**config.mk**
```make
export PLATFORM = sky130hd
export DESIGN_NAME = file_command_interpreter
export DESIGN_NICKNAME = d
export VERILOG_FILES = /design/src/core/fci_pkg.sv /design/src/core/file_command_interpreter.sv
export SDC_FILE = /design/constraint.sdc
export NUM_CORES = 2
export LEC_CHECK = 0
export ABC_CLOCK_PERIOD_IN_PS = 15600
export BUFFER_PORTS_ARGS = -buffer_cell sky130_fd_sc_hd__buf_2
export CORE_MARGIN = 4
export CORE_UTILIZATION = 55
export CTS_CLUSTER_DIAMETER = 150
export DETAILED_ROUTE_END_ITERATION = 10
export MAX_ROUTING_LAYER = met4
export PLACE_DENSITY = 0.76
export SLEW_MARGIN = 5
export SYNTH_ARGS = -nofsm -noshare
export SYNTH_HDL_FRONTEND = slang
export SYNTH_SLANG_ARGS = --single-unit
```
**constraint.sdc**
```tcl
create_clock -name clk -period 15.6 [get_ports clk]
set_clock_uncertainty 0.1 [all_clocks]
set_input_delay 1.56 -clock clk [delete_from_list [all_inputs] [get_ports clk]]
set_output_delay 1.56 -clock clk [all_outputs]
set_load 0.02 [all_outputs]
```
**src/core/fci_pkg.sv**
```systemverilog
// Constants, codes and carrier types of the file command interpreter.
package fci_pkg;

   // Host command codes.
   localparam logic [7:0] CMD_READ_BLOCK   = 8'h27;
   localparam logic [7:0] CMD_WRITE_HOST   = 8'h2C;
   localparam logic [7:0] CMD_WRITE_REQ    = 8'h2D;
   localparam logic [7:0] CMD_WRITE_OFFSET = 8'h2E;
   localparam logic [7:0] CMD_SET_NAME     = 8'h2F;
   localparam logic [7:0] CMD_GET_STATUS   = 8'h22;
   localparam logic [7:0] CMD_DISK_QUERY   = 8'h30;
   localparam logic [7:0] CMD_INIT_DISK    = 8'h31;
   localparam logic [7:0] CMD_OPEN         = 8'h32;
   localparam logic [7:0] CMD_ENUM_GO      = 8'h33;
   localparam logic [7:0] CMD_CREATE       = 8'h34;

   // Status bytes.
   localparam logic [7:0] STS_SUCCESS  = 8'h14;
   localparam logic [7:0] STS_BLK_RDY  = 8'h1D;
   localparam logic [7:0] STS_DISK_ERR = 8'h1F;
   localparam logic [7:0] STS_OPEN_DIR = 8'h41;
   localparam logic [7:0] STS_MISS     = 8'h42;

   // Lengths, characters and default values.
   localparam int         NAME_MAX      = 14;
   localparam int         BUF_DEPTH     = 256;
   localparam logic [7:0] INFO_LEN      = 8'h24;
   localparam logic [7:0] HOST_BLK_MAX  = 8'h40;
   localparam logic [7:0] OFS_BLK_MAX   = 8'h20;
   localparam logic [7:0] CH_SLASH      = 8'h2F;
   localparam logic [7:0] CH_BSLASH     = 8'h5C;
   localparam logic [7:0] CH_STAR       = 8'h2A;
   localparam logic [31:0] FLEN_DIR     = 32'h0FFFFFFF;
   localparam logic [31:0] FLEN_CREATE  = 32'h00000001;
   // Packed date 2004/1/1 and time 0:0:0.
   localparam logic [15:0] CREATE_DATE  = 16'h3021;
   localparam logic [15:0] CREATE_TIME  = 16'h0000;

   typedef logic [NAME_MAX-1:0][7:0] name_t;

   typedef enum logic [1:0] {
      ST_IDLE = 2'b00,
      ST_ARGS = 2'b01,
      ST_READ = 2'b10,
      ST_WAIT = 2'b11
   } state_t;

   typedef enum logic [2:0] {
      OP_QUERY = 3'b000, OP_MOUNT = 3'b001, OP_INIT = 3'b010,
      OP_OPEN  = 3'b011, OP_ENUM  = 3'b100, OP_NEXT = 3'b101,
      OP_CREATE = 3'b110
   } med_op_t;

   typedef enum logic [1:0] {
      PATH_EMPTY = 2'b00, PATH_ROOT = 2'b01,
      PATH_ABS   = 2'b10, PATH_REL  = 2'b11
   } path_t;

   typedef enum logic [1:0] {
      RSP_OK = 2'b00, RSP_DIR = 2'b01, RSP_MISS = 2'b10, RSP_FAIL = 2'b11
   } rsp_kind_t;

   typedef struct packed {
      logic       wr;
      logic       cmd;
      logic [7:0] data;
      logic       rd;
   } host_in_t;

   typedef struct packed {
      logic        valid;
      med_op_t     op;
      path_t       path;
      logic [15:0] date;
      logic [15:0] time_of_day;
   } med_req_t;

   typedef struct packed {
      logic        valid;
      rsp_kind_t   kind;
      logic [31:0] flen;
      logic [7:0]  blen;
   } med_rsp_t;

   typedef struct packed {
      logic       valid;
      logic [7:0] addr;
      logic [7:0] data;
   } buf_wr_t;

   typedef struct packed {
      state_t      st;
      logic [7:0]  cmd;
      logic [7:0]  cnt;
      logic [7:0]  len;
      logic [7:0]  ofs;
      logic [7:0]  idx;
      logic [7:0]  blen;
      logic [7:0]  sts;
      logic        irq_n;
      logic        busy;
      logic [7:0]  dout;
      name_t       name;
      logic [3:0]  nlen;
      logic        enum_on;
      logic        mounted;
      logic [31:0] flen;
      med_req_t    req;
   } core_t;

endpackage : fci_pkg

```
**src/core/file_command_interpreter.sv**
```systemverilog
// Byte command interpreter of a file manager with its data block buffer.
//
// Contract
// - Block read returns a length byte, then exactly that many buffer bytes.
// - Block lengths are 0..255 for file transfers, 0..64 for endpoint ones.
// - Open with an empty name only initialises the file system.
// - Lone slash is root, leading slash is root entry, else current dir.
// - Disk query allowed any time; completes with status and interrupt.
// - After first good disk initialise, block read yields 36 bytes.
// - Opening a directory reports directory status, length 0FFFFFFFH.
// - Opening a file reports success and length; missing reports not found.
// - Each enumeration match raises block ready status with its record.
// - Enumeration end raises not found status.
// - Create replaces an entry of the same name; wildcards refused.
// - New file gets date 2004/1/1 0:0:0 and length 1.
// - Success status is 14H.
// - Block ready status is 1DH.
// - Directory opened status is 41H.
// - Entry not found status is 42H.
`timescale 1ns/100ps
module file_command_interpreter (
   // Clock and reset
   input  wire logic               clk,
   input  wire logic               arst_n,
   // Host command port
   input  wire fci_pkg::host_in_t  host_in,
   output logic [7:0]              host_dout,
   output logic                    irq_n,
   output logic                    busy,
   // Storage engine port
   output fci_pkg::med_req_t       med_req,
   output fci_pkg::name_t          med_name,
   output logic [31:0]             file_len,
   input  wire fci_pkg::med_rsp_t  med_rsp,
   input  wire fci_pkg::buf_wr_t   med_wr
);
   import fci_pkg::*;

   localparam core_t CORE_RST = '{st: ST_IDLE, irq_n: 1'b1, req: '0,
                                  default: '0};

   core_t      s_r;
   core_t      s_nxt;
   logic [7:0] blk_mem [BUF_DEPTH];
   buf_wr_t    bw;
   logic       wild;
   path_t      path;

   function automatic path_t path_of(input name_t nm, input logic [3:0] n);
      path_t p;
      p = PATH_REL;
      if (n == 4'h0)
         p = PATH_EMPTY;
      else if (nm[0] == CH_SLASH || nm[0] == CH_BSLASH)
         p = (n == 4'h1) ? PATH_ROOT : PATH_ABS;
      return p;
   endfunction : path_of

   assign path = path_of(s_r.name, s_r.nlen);
   assign wild = (s_r.nlen != 4'h0) && (s_r.name[s_r.nlen - 4'h1] == CH_STAR);

   always_comb begin
      s_nxt = s_r;
      s_nxt.req.valid = 1'b0;
      bw = '0;
      case (s_r.st)
         ST_IDLE: begin
            if (host_in.wr && host_in.cmd) begin
               s_nxt.cmd = host_in.data;
               s_nxt.req.path = path;
               s_nxt.req.date = CREATE_DATE;
               s_nxt.req.time_of_day = CREATE_TIME;
               case (host_in.data)
                  CMD_READ_BLOCK: begin
                     s_nxt.st = ST_READ;
                     s_nxt.dout = s_r.blen;
                     s_nxt.cnt = s_r.blen;
                     s_nxt.idx = 8'h00;
                     s_nxt.busy = 1'b1;
                  end
                  CMD_GET_STATUS: begin
                     s_nxt.dout = s_r.sts;
                     s_nxt.irq_n = 1'b1;
                  end
                  CMD_WRITE_HOST, CMD_WRITE_REQ, CMD_WRITE_OFFSET: begin
                     s_nxt.st = ST_ARGS;
                     s_nxt.busy = 1'b1;
                     s_nxt.ofs = 8'h00;
                     s_nxt.cnt = (host_in.data == CMD_WRITE_OFFSET) ?
                                 8'h00 : 8'h01;
                  end
                  CMD_SET_NAME: begin
                     s_nxt.st = ST_ARGS;
                     s_nxt.busy = 1'b1;
                     s_nxt.nlen = 4'h0;
                     s_nxt.name = '0;
                  end
                  CMD_DISK_QUERY: begin
                     s_nxt.st = ST_WAIT;
                     s_nxt.busy = 1'b1;
                     s_nxt.req.valid = 1'b1;
                     s_nxt.req.op = OP_QUERY;
                  end
                  CMD_INIT_DISK: begin
                     s_nxt.st = ST_WAIT;
                     s_nxt.busy = 1'b1;
                     s_nxt.req.valid = 1'b1;
                     s_nxt.req.op = OP_MOUNT;
                  end
                  CMD_OPEN: begin
                     s_nxt.st = ST_WAIT;
                     s_nxt.busy = 1'b1;
                     s_nxt.req.valid = 1'b1;
                     s_nxt.enum_on = 1'b0;
                     s_nxt.req.op = (path == PATH_EMPTY) ? OP_INIT :
                                    wild ? OP_ENUM : OP_OPEN;
                  end
                  CMD_ENUM_GO: begin
                     if (s_r.enum_on) begin
                        s_nxt.st = ST_WAIT;
                        s_nxt.busy = 1'b1;
                        s_nxt.req.valid = 1'b1;
                        s_nxt.req.op = OP_NEXT;
                     end else begin
                        s_nxt.sts = STS_MISS;
                        s_nxt.irq_n = 1'b0;
                     end
                  end
                  CMD_CREATE: begin
                     if (wild || path == PATH_EMPTY) begin
                        s_nxt.sts = STS_MISS;
                        s_nxt.irq_n = 1'b0;
                     end else begin
                        s_nxt.st = ST_WAIT;
                        s_nxt.busy = 1'b1;
                        s_nxt.req.valid = 1'b1;
                        s_nxt.req.op = OP_CREATE;
                     end
                  end
                  default: s_nxt.cmd = s_r.cmd;
               endcase
            end
         end
         ST_READ: begin
            if (host_in.rd) begin
               if (s_r.cnt == 8'h00) begin
                  s_nxt.st = ST_IDLE;
                  s_nxt.busy = 1'b0;
               end else begin
                  s_nxt.dout = blk_mem[s_r.idx];
                  s_nxt.idx = s_r.idx + 8'h01;
                  s_nxt.cnt = s_r.cnt - 8'h01;
               end
            end
         end
         ST_ARGS: begin
            if (host_in.wr && !host_in.cmd) begin
               if (s_r.cmd == CMD_SET_NAME) begin
                  if (host_in.data == 8'h00) begin
                     s_nxt.st = ST_IDLE;
                     s_nxt.busy = 1'b0;
                  end else if (s_r.nlen < 4'(NAME_MAX - 1)) begin
                     s_nxt.name[s_r.nlen] = host_in.data;
                     s_nxt.nlen = s_r.nlen + 4'h1;
                  end
               end else if (s_r.cnt == 8'h00) begin
                  s_nxt.ofs = host_in.data;
                  s_nxt.cnt = 8'h01;
               end else if (s_r.cnt == 8'h01) begin
                  s_nxt.len = host_in.data;
                  s_nxt.idx = 8'h00;
                  s_nxt.cnt = 8'h02;
                  if (s_r.cmd != CMD_WRITE_OFFSET)
                     s_nxt.blen = host_in.data;
                  if (host_in.data == 8'h00) begin
                     s_nxt.st = ST_IDLE;
                     s_nxt.busy = 1'b0;
                  end
               end else begin
                  bw.valid = 1'b1;
                  bw.addr = s_r.ofs + s_r.idx;
                  bw.data = host_in.data;
                  s_nxt.idx = s_r.idx + 8'h01;
                  if (s_r.idx + 8'h01 == s_r.len) begin
                     s_nxt.st = ST_IDLE;
                     s_nxt.busy = 1'b0;
                  end
               end
            end
         end
         ST_WAIT: begin
            bw = med_wr;
            if (med_rsp.valid) begin
               s_nxt.st = ST_IDLE;
               s_nxt.busy = 1'b0;
               s_nxt.irq_n = 1'b0;
               s_nxt.sts = STS_SUCCESS;
               case (s_r.req.op)
                  OP_MOUNT: begin
                     if (med_rsp.kind == RSP_OK && !s_r.mounted) begin
                        s_nxt.mounted = 1'b1;
                        s_nxt.blen = INFO_LEN;
                     end
                  end
                  OP_OPEN: begin
                     if (med_rsp.kind == RSP_DIR) begin
                        s_nxt.sts = STS_OPEN_DIR;
                        s_nxt.flen = FLEN_DIR;
                     end else if (med_rsp.kind == RSP_MISS) begin
                        s_nxt.sts = STS_MISS;
                     end else begin
                        s_nxt.flen = med_rsp.flen;
                     end
                  end
                  OP_ENUM, OP_NEXT: begin
                     if (med_rsp.kind == RSP_OK) begin
                        s_nxt.sts = STS_BLK_RDY;
                        s_nxt.blen = med_rsp.blen;
                        s_nxt.enum_on = 1'b1;
                     end else begin
                        s_nxt.sts = STS_MISS;
                        s_nxt.enum_on = 1'b0;
                     end
                  end
                  OP_CREATE: s_nxt.flen = FLEN_CREATE;
                  default: s_nxt.sts = STS_SUCCESS;
               endcase
               if (med_rsp.kind == RSP_FAIL) begin
                  s_nxt.sts = STS_DISK_ERR;
                  s_nxt.enum_on = 1'b0;
               end
            end
         end
         default: s_nxt = CORE_RST;
      endcase
   end

   always_ff @(posedge clk or negedge arst_n) begin
      if (!arst_n)
         s_r <= CORE_RST;
      else
         s_r <= s_nxt;
   end

   // The buffer has no reset; its contents are defined by the writers only.
   always_ff @(posedge clk) begin
      if (bw.valid)
         blk_mem[bw.addr] <= bw.data;
   end

   assign host_dout = s_r.dout;
   assign irq_n     = s_r.irq_n;
   assign busy      = s_r.busy;
   assign med_req   = s_r.req;
   assign med_name  = s_r.name;
   assign file_len  = s_r.flen;

   wire cmd_in = s_r.st == ST_IDLE && host_in.wr && host_in.cmd;
   wire done = s_r.st == ST_WAIT && med_rsp.valid && med_rsp.kind != RSP_FAIL;

   chk_read_len: assert property (@(posedge clk) disable iff (!arst_n)
      cmd_in && host_in.data == CMD_READ_BLOCK |=>
         host_dout == $past(s_r.blen) && s_r.st == ST_READ)
      else $error("read block does not start with length");
   chk_read_end: assert property (@(posedge clk) disable iff (!arst_n)
      s_r.st == ST_READ && host_in.rd && s_r.cnt == 8'h00 |=> !busy)
      else $error("read block overruns its length");
   chk_mount_id: assert property (@(posedge clk) disable iff (!arst_n)
      done && s_r.req.op == OP_MOUNT && !s_r.mounted |=>
         s_r.blen == INFO_LEN && s_r.sts == STS_SUCCESS)
      else $error("first mount block length wrong");
   chk_open_dir: assert property (@(posedge clk) disable iff (!arst_n)
      done && s_r.req.op == OP_OPEN && med_rsp.kind == RSP_DIR |=>
         s_r.sts == STS_OPEN_DIR && file_len == FLEN_DIR && !irq_n)
      else $error("directory open status or length wrong");
   chk_no_entry: assert property (@(posedge clk) disable iff (!arst_n)
      done && s_r.req.op == OP_OPEN && med_rsp.kind == RSP_MISS |=>
         s_r.sts == STS_MISS)
      else $error("missing entry not reported");
   chk_enum_hit: assert property (@(posedge clk) disable iff (!arst_n)
      done && s_r.req.op inside {OP_ENUM, OP_NEXT} && med_rsp.kind == RSP_OK
         |=> s_r.sts == STS_BLK_RDY && s_r.enum_on)
      else $error("enumeration match not reported");
   chk_enum_end: assert property (@(posedge clk) disable iff (!arst_n)
      done && s_r.req.op == OP_NEXT && med_rsp.kind == RSP_MISS |=>
         s_r.sts == STS_MISS && !s_r.enum_on)
      else $error("enumeration end not reported");
   chk_no_wild: assert property (@(posedge clk) disable iff (!arst_n)
      cmd_in && host_in.data == CMD_CREATE && wild |=>
         !med_req.valid && s_r.st == ST_IDLE)
      else $error("wildcard create accepted");
   chk_init_only: assert property (@(posedge clk) disable iff (!arst_n)
      cmd_in && host_in.data == CMD_OPEN && s_r.nlen == 4'h0 |=>
         med_req.valid && med_req.op == OP_INIT)
      else $error("empty name open not init only");
   chk_irq_hold: assert property (@(posedge clk) disable iff (!arst_n)
      !irq_n && !(cmd_in && host_in.data == CMD_GET_STATUS) |=>
         !irq_n && $stable(s_r.sts))
      else $error("interrupt or status lost before read");

   cov_enum: cover property (@(posedge clk) disable iff (!arst_n)
      done && s_r.req.op == OP_NEXT);
   cov_dir: cover property (@(posedge clk) disable iff (!arst_n)
      done && med_rsp.kind == RSP_DIR);
   cov_read: cover property (@(posedge clk) disable iff (!arst_n)
      s_r.st == ST_READ && s_r.cnt == 8'h00 && host_in.rd);

endmodule : file_command_interpreter

```
### Word-level counts from Yosys, hierarchy flattened

Memory sizes are Yosys's and may differ from the RTL's.
Cells that the tools add are included.

| operators by class | value |
|---|---|
| divide/modulo/power cells | 0 |
| shift operators | 0 |
| eq/ne operators | 68 |
| bitwise gates (word level) | 2 |
| multiplexer cells | 107 |
| $mul | 0 |
| order comparisons | 4 |
| $add $sub $neg | 5 |
| reduce and logical (&&, ||, !) cells | 46 |

Operators by type and width:

| kind | number |
|---|---|
| two-way mux 116 bit | 5 |
| one-hot mux 116 bit (2 select lines) | 1 |
| two-way mux 8 bit | 18 |
| two-way mux 135 bit | 1 |
| bitwise mux 112 bit | 1 |
| == test 8 x 6 -> 1 bit (second input constant) | 14 |
| one-hot mux 8 bit (2 select lines) | 7 |
| two-way mux 40 bit | 2 |
| two-way mux 38 bit | 2 |
| two-way mux 17 bit | 4 |
| two-way mux 32 bit | 2 |
| one-hot mux 32 bit (2 select lines) | 1 |
| two-way mux 16 bit | 3 |
| one-hot mux 8 bit (3 select lines) | 2 |
| two-way mux 18 bit | 2 |
| two-way mux 34 bit | 1 |
| one-hot mux 17 bit (2 select lines) | 1 |
| binary-select mux 8 bit (select 4 bit) | 1 |
| demux 8 bit (select 4 bit) | 1 |
| != test 2 bit (second input constant) | 16 |
| AND reduction 10 bit | 3 |
| two-way mux 2 bit | 14 |
| two-way mux 7 bit | 4 |
| two-way mux 9 bit | 3 |
| 60 further kinds | 123 |

| word-level totals | value |
|---|---|
| bits in writable memories | 2048 |
| memory bits (read-only) | 0 |
| latch bits | 0 |
| flip-flop bits (word level) | 225 |
| output and inout bits | 192 |
| memories | 1 |
| logic and storage cells | 266 |

Memory list:

| memory | words | bits a word | rd ports | clocked after Yosys merged registers in | wr ports | line | source |
|---|---|---|---|---|---|---|---|
| blk_mem | 256 | 8 | 1 | 0 | 1 | file_command_interpreter.sv:44 | `logic [7:0] blk_mem [BUF_DEPTH];` |

### Depth between registers and ports, before layout

| depth | value |
|---|---|
| depth after elaboration | 10 |
| mapped depth | 14 |

### Worst setup path after synthesis

No wires, ideal clock.

| timing path | value |
|---|---|
| kind | in2reg |
| start | input port host_in[9] (netlist name) |
| end | memory blk_mem[0][0], data pin |
| cell stages on the path | 6 |
| setup time | 0.864 ns |
| buffers on the path | 2 |
| arrival time | 5.956 ns |
| required time | 14.636 ns |
| slack | 8.680 ns |
| path through | nand2b_1 -> a31oi_1 -> and2_1 -> buf_6 -> clkbuf_1 -> a22o_1 |

RTL lines:

| item | line | source |
|---|---|---|
| from (decl) | file_command_interpreter.sv:26 | `input wire fci_pkg::host_in_t host_in,` |
| to (decl) | file_command_interpreter.sv:44 |  |

### Worst setup path in the final report

| timing path | value |
|---|---|
| start | register s_r[214] (netlist name) |
| end | register s_r (netlist bit host_dout[6]) |

| on the way | value |
|---|---|
| cells in the longest elaborated chain, start to end | 4 |

RTL lines:

| item | line | source |
|---|---|---|
| from (decl) | file_command_interpreter.sv:42 | `core_t s_r;` |
| from (signal assigned) | file_command_interpreter.sv:242 | `s_r <= s_nxt;` |
| memory (256 x 8 bit) | -- |  |
| two-way mux 8 bit | file_command_interpreter.sv:146 | `if (s_r.cnt == 8'h00) begin` |
| two-way mux 9 bit | file_command_interpreter.sv:145 | `if (host_in.rd) begin` |
| one-hot mux 8 bit (2 select lines) | file_command_interpreter.sv:66 | `case (s_r.st)` |

Every way passes these cells. The select of a mux whose other input is x is not followed.
A chain may end at the register's enable or synchronous reset.

==> results.cfg <==
[power_and_ir_drop]
leakage_nw = 27.7
seq_power_share_pct = 49.4
ir_worst_vdd_uv = 120
p_comb_share_pct = 12.2
p_int_mw = 10.1
clkPwrFrac_pct = 38.5
switching_share_pct = 25.5
p_switching_mw = 3.46
power_density_mw_per_mm2 = 133

[sta]
tns_ns = 0
maxSlewViolCount = 0
setup_violations = 0
grt_setup_unrepaired = no
hold_viol_final = 0
max_clock_freq_mhz = 151
max_slew_margin_pct = 11.1
layout_min_cycle_time_ns = 6.62
worst_pin_slew_ns = 1.33
min_period_over_period_pct = 42.4

[outcome]
status = complete, no violations

[clock_tree]
cts_buffers = 213
cts_resized = 0
cts_tree = yes
clockBufferDepth = 3
insertion_delay_ns = 0.83
postCtsHoldBufs = 0
ctsHtreeMaxLevel = 4
cts_setup_buffers = 0
cts-root-buf = clkbuf_16
cts_sinks = 2270
clk_pin_slew_ns = 0.06

[synthesis]
synth_async_sr_flop_share_pct = 9.78
syn_area_sq_mm = 0.0929
yosysSeqAreaShare_pct = 72.1
ys_seq_elements = 2270
synth_edf_count = 2048
synth_ff_type = edfxtp_1
yosys_warnings = 0
synth.distinct_cells = 89
avgSynthCellArea_sq_um = 17.2
synthCells = 5397

[die]
die_area_sq_mm = 0.176
rows = 150
io_pins = 265
fp.dieH_um = 419
start_util_pct = 55.5
die_w_um = 419
placeableCoreArea_sq_mm = 0.168

[critical_path]
crit_slowest_cell = dfrtp_4
critPathBufInv = 4
arrival_ns = 7.23
cp_cell_sequence = buf_12 -> buf_4 -> buf_4 -> buf_4 -> mux2i_1 -> o221ai_1 -> o21ai_0 -> o22ai_1 -> nor3_1 -> nor3_1 -> nor3b_1 -> a221o_1
worstSetupEndpointType = flop
cp.required_ns = 16.21
start_kind = flop
cp_slowest_stage_delay_ns = 0.99
path_class = flop to flop
cp_max_fo = 120
cpLargestDelayFamily = buffers and inverters
crit_path_frequent_cell = buf_4

[layout]
fin_nets = 5545
layout-drive-gt1-share_pct = 19.7
final_area_sq_mm = 0.102
areaGrowthSynthToFinish_pct = 9.78

[global_routing]
grt_use_total_pct = 29.6
grt_pass1_wl_mm = 366
grt_max_degree = 201
grt_overflow = 0
antenna_found_initial = 16
grt_pass1_vias = 50969

[route]
drt-total-wl_mm = 253
drt-met1-wl_mm = 89.5
dr_wl_met2_mm = 114
route.detailed.drc = 0
vias = 53515
drt_iter0_markers = 9342
wl_met3_mm = 36.5
via_per_inst = 6.82
wl_per_cell_um = 32.2
routed.top_layer = met4
ant_nets = 0
firstDrtPassIters = 7

[place]
dpl_cell_area_sq_mm = 0.0950
portBuffers = 236
hpwl_mm = 152
place_congestion = 0.931

[worst_hold_path]
hp-class = flop to flop

[run]
cap_violations = 0
==> layer usage <==
layer / vias to the layer above / track usage (%)
met2: 4481 / 42.8
met1: 26845 / 40.2
met4: 0 / 11.8
li1: 21471 / -
met5: - / -
met3: 718 / 8.13
==> metrics by stage <==
step | hold WS [ns] | power (mW) | utilization, % | worst slack (ns) | cells
final | 0.371 | 13.6 | 60.9 | 8.98 | 7849
after global routing | 0.387 | 13.9 | 60.9 | 8.55 | 7845
after CTS | 0.363 | 13.5 | 60.8 | 8.93 | 7828
after detailed placement | 0.350 | 8.43 | 56.7 | 8.99 | 7436
after global placement | 0.346 | 8.41 | 56.7 | 9.02 | 7433
after floorplan | 0.330 | 7.86 | - | 8.68 | 5424
==> final cells by class <==
type	instances	area [sq um]
Sequential cell	2270	67100
Antenna cell	21	52.6
Tap cell	2204	2760
Clock buffer	265	5660
Inverter	32	125
Fill cell	11377	65600
Timing Repair Buffer	323	1950
Clock inverter	127	1330
Multi-Input combinational cell	2607	23100
==> power groups by stage <==
stage,clock network (mW),registers (mW),logic (mW)
5_1_grt,5.51,6.69,1.71
6_report,5.22,6.69,1.65
2_1_floorplan,0,6.74,1.12
3_5_place_dp,0,6.82,1.61
4_1_cts,5.23,6.69,1.61
3_3_place_gp,0,6.82,1.59
==> layout by cell type (no fill, tap or decap), drive strengths merged, types with 10 or more instances in the layout <==
| master | n |
|---|---|
| edfxtp | 2048 |
| mux4 | 408 |
| nor2 | 374 |
| buf | 322 |
| nand2 | 310 |
| mux2i | 291 |
| clkbuf | 265 |
| o21ai | 257 |
| dfrtp | 221 |
| a22oi | 155 |
| a21oi | 119 |
| clkinv | 88 |
| o22ai | 80 |
| o221ai | 66 |
| nor3 | 57 |
| nand3 | 42 |
| inv | 39 |
| a211oi | 33 |
| conb | 28 |
| a22o | 27 |
| bufinv | 26 |
| nor2b | 26 |
| ha | 24 |
| diode | 21 |
| and2 | 21 |
| nand4 | 19 |
| a31oi | 18 |
| mux2 | 18 |
| o31ai | 15 |
| nand2b | 15 |
| nor4 | 14 |
| nor4b | 13 |
| a221oi | 13 |
| a311oi | 10 |
| nor3b | 10 |
==> logic make-up after synthesis <==
group,count (synthesis),synth area share (%)
buffers and inverters,547,3.32
xor gates and xnor gates,13,0.123
and+or+nand+nor,952,4.65
DFF,2270,72.1
other,1,0.00403
adders and majority gates,25,0.345
AOI/OAI and AO/OA,872,6.18
muxes,717,13.2
==> sequential cells by signal, indices dropped and copies added (netlist names) <==
signal	count
blk_mem	2048
busy	1
file_len	32
host_dout	8
irq_n	1
med_name	112
med_req	7
s_r	61
==> worst paths after layout <==
kind                       startpoint           end  slack, ns  cells past startpoint
setup / recovery             s_r[214]  host_dout[6]       8.98                     12
hold / removal               s_r[251]      s_r[251]       0.37                      1
setup reg to reg             s_r[214]  host_dout[6]       8.98                     12
hold reg to reg              s_r[251]      s_r[251]       0.37                      1
max in group asynchronous      arst_n  med_name[32]      12.49                      3
min in group asynchronous      arst_n   file_len[7]       0.69                      1
==> Yosys cell counts (10+ instances only) <==
cell type / count / area (sq um)
edfxtp_1: 2048 / 61500
mux4_2: 408 / 9190
nor2_1: 374 / 1400
nand2_1: 302 / 1130
mux2i_1: 291 / 2910
o21ai_0: 255 / 1280
buf_4: 246 / 1850
dfrtp_1: 221 / 5530
clkbuf_1: 185 / 694
a22oi_1: 155 / 1160
a21oi_1: 119 / 596
o22ai_1: 80 / 500
o221ai_1: 66 / 578
nor3_1: 56 / 280
buf_2: 54 / 270
nand3_1: 42 / 210
a211oi_1: 33 / 248
inv_1: 29 / 109
a22o_1: 27 / 236
nor2b_1: 26 / 163
buf_1: 25 / 93.8
ha_1: 24 / 300
and2_1: 19 / 119
nand4_1: 19 / 119
a31oi_1: 18 / 113
mux2_2: 18 / 203
nand2b_1: 15 / 93.8
o31ai_1: 15 / 113
nor4_1: 13 / 81.3
a221oi_1: 12 / 105
nor4b_1: 12 / 105
a311oi_1: 10 / 87.6
No activity file was read; power rests on OpenSTA's default activity.
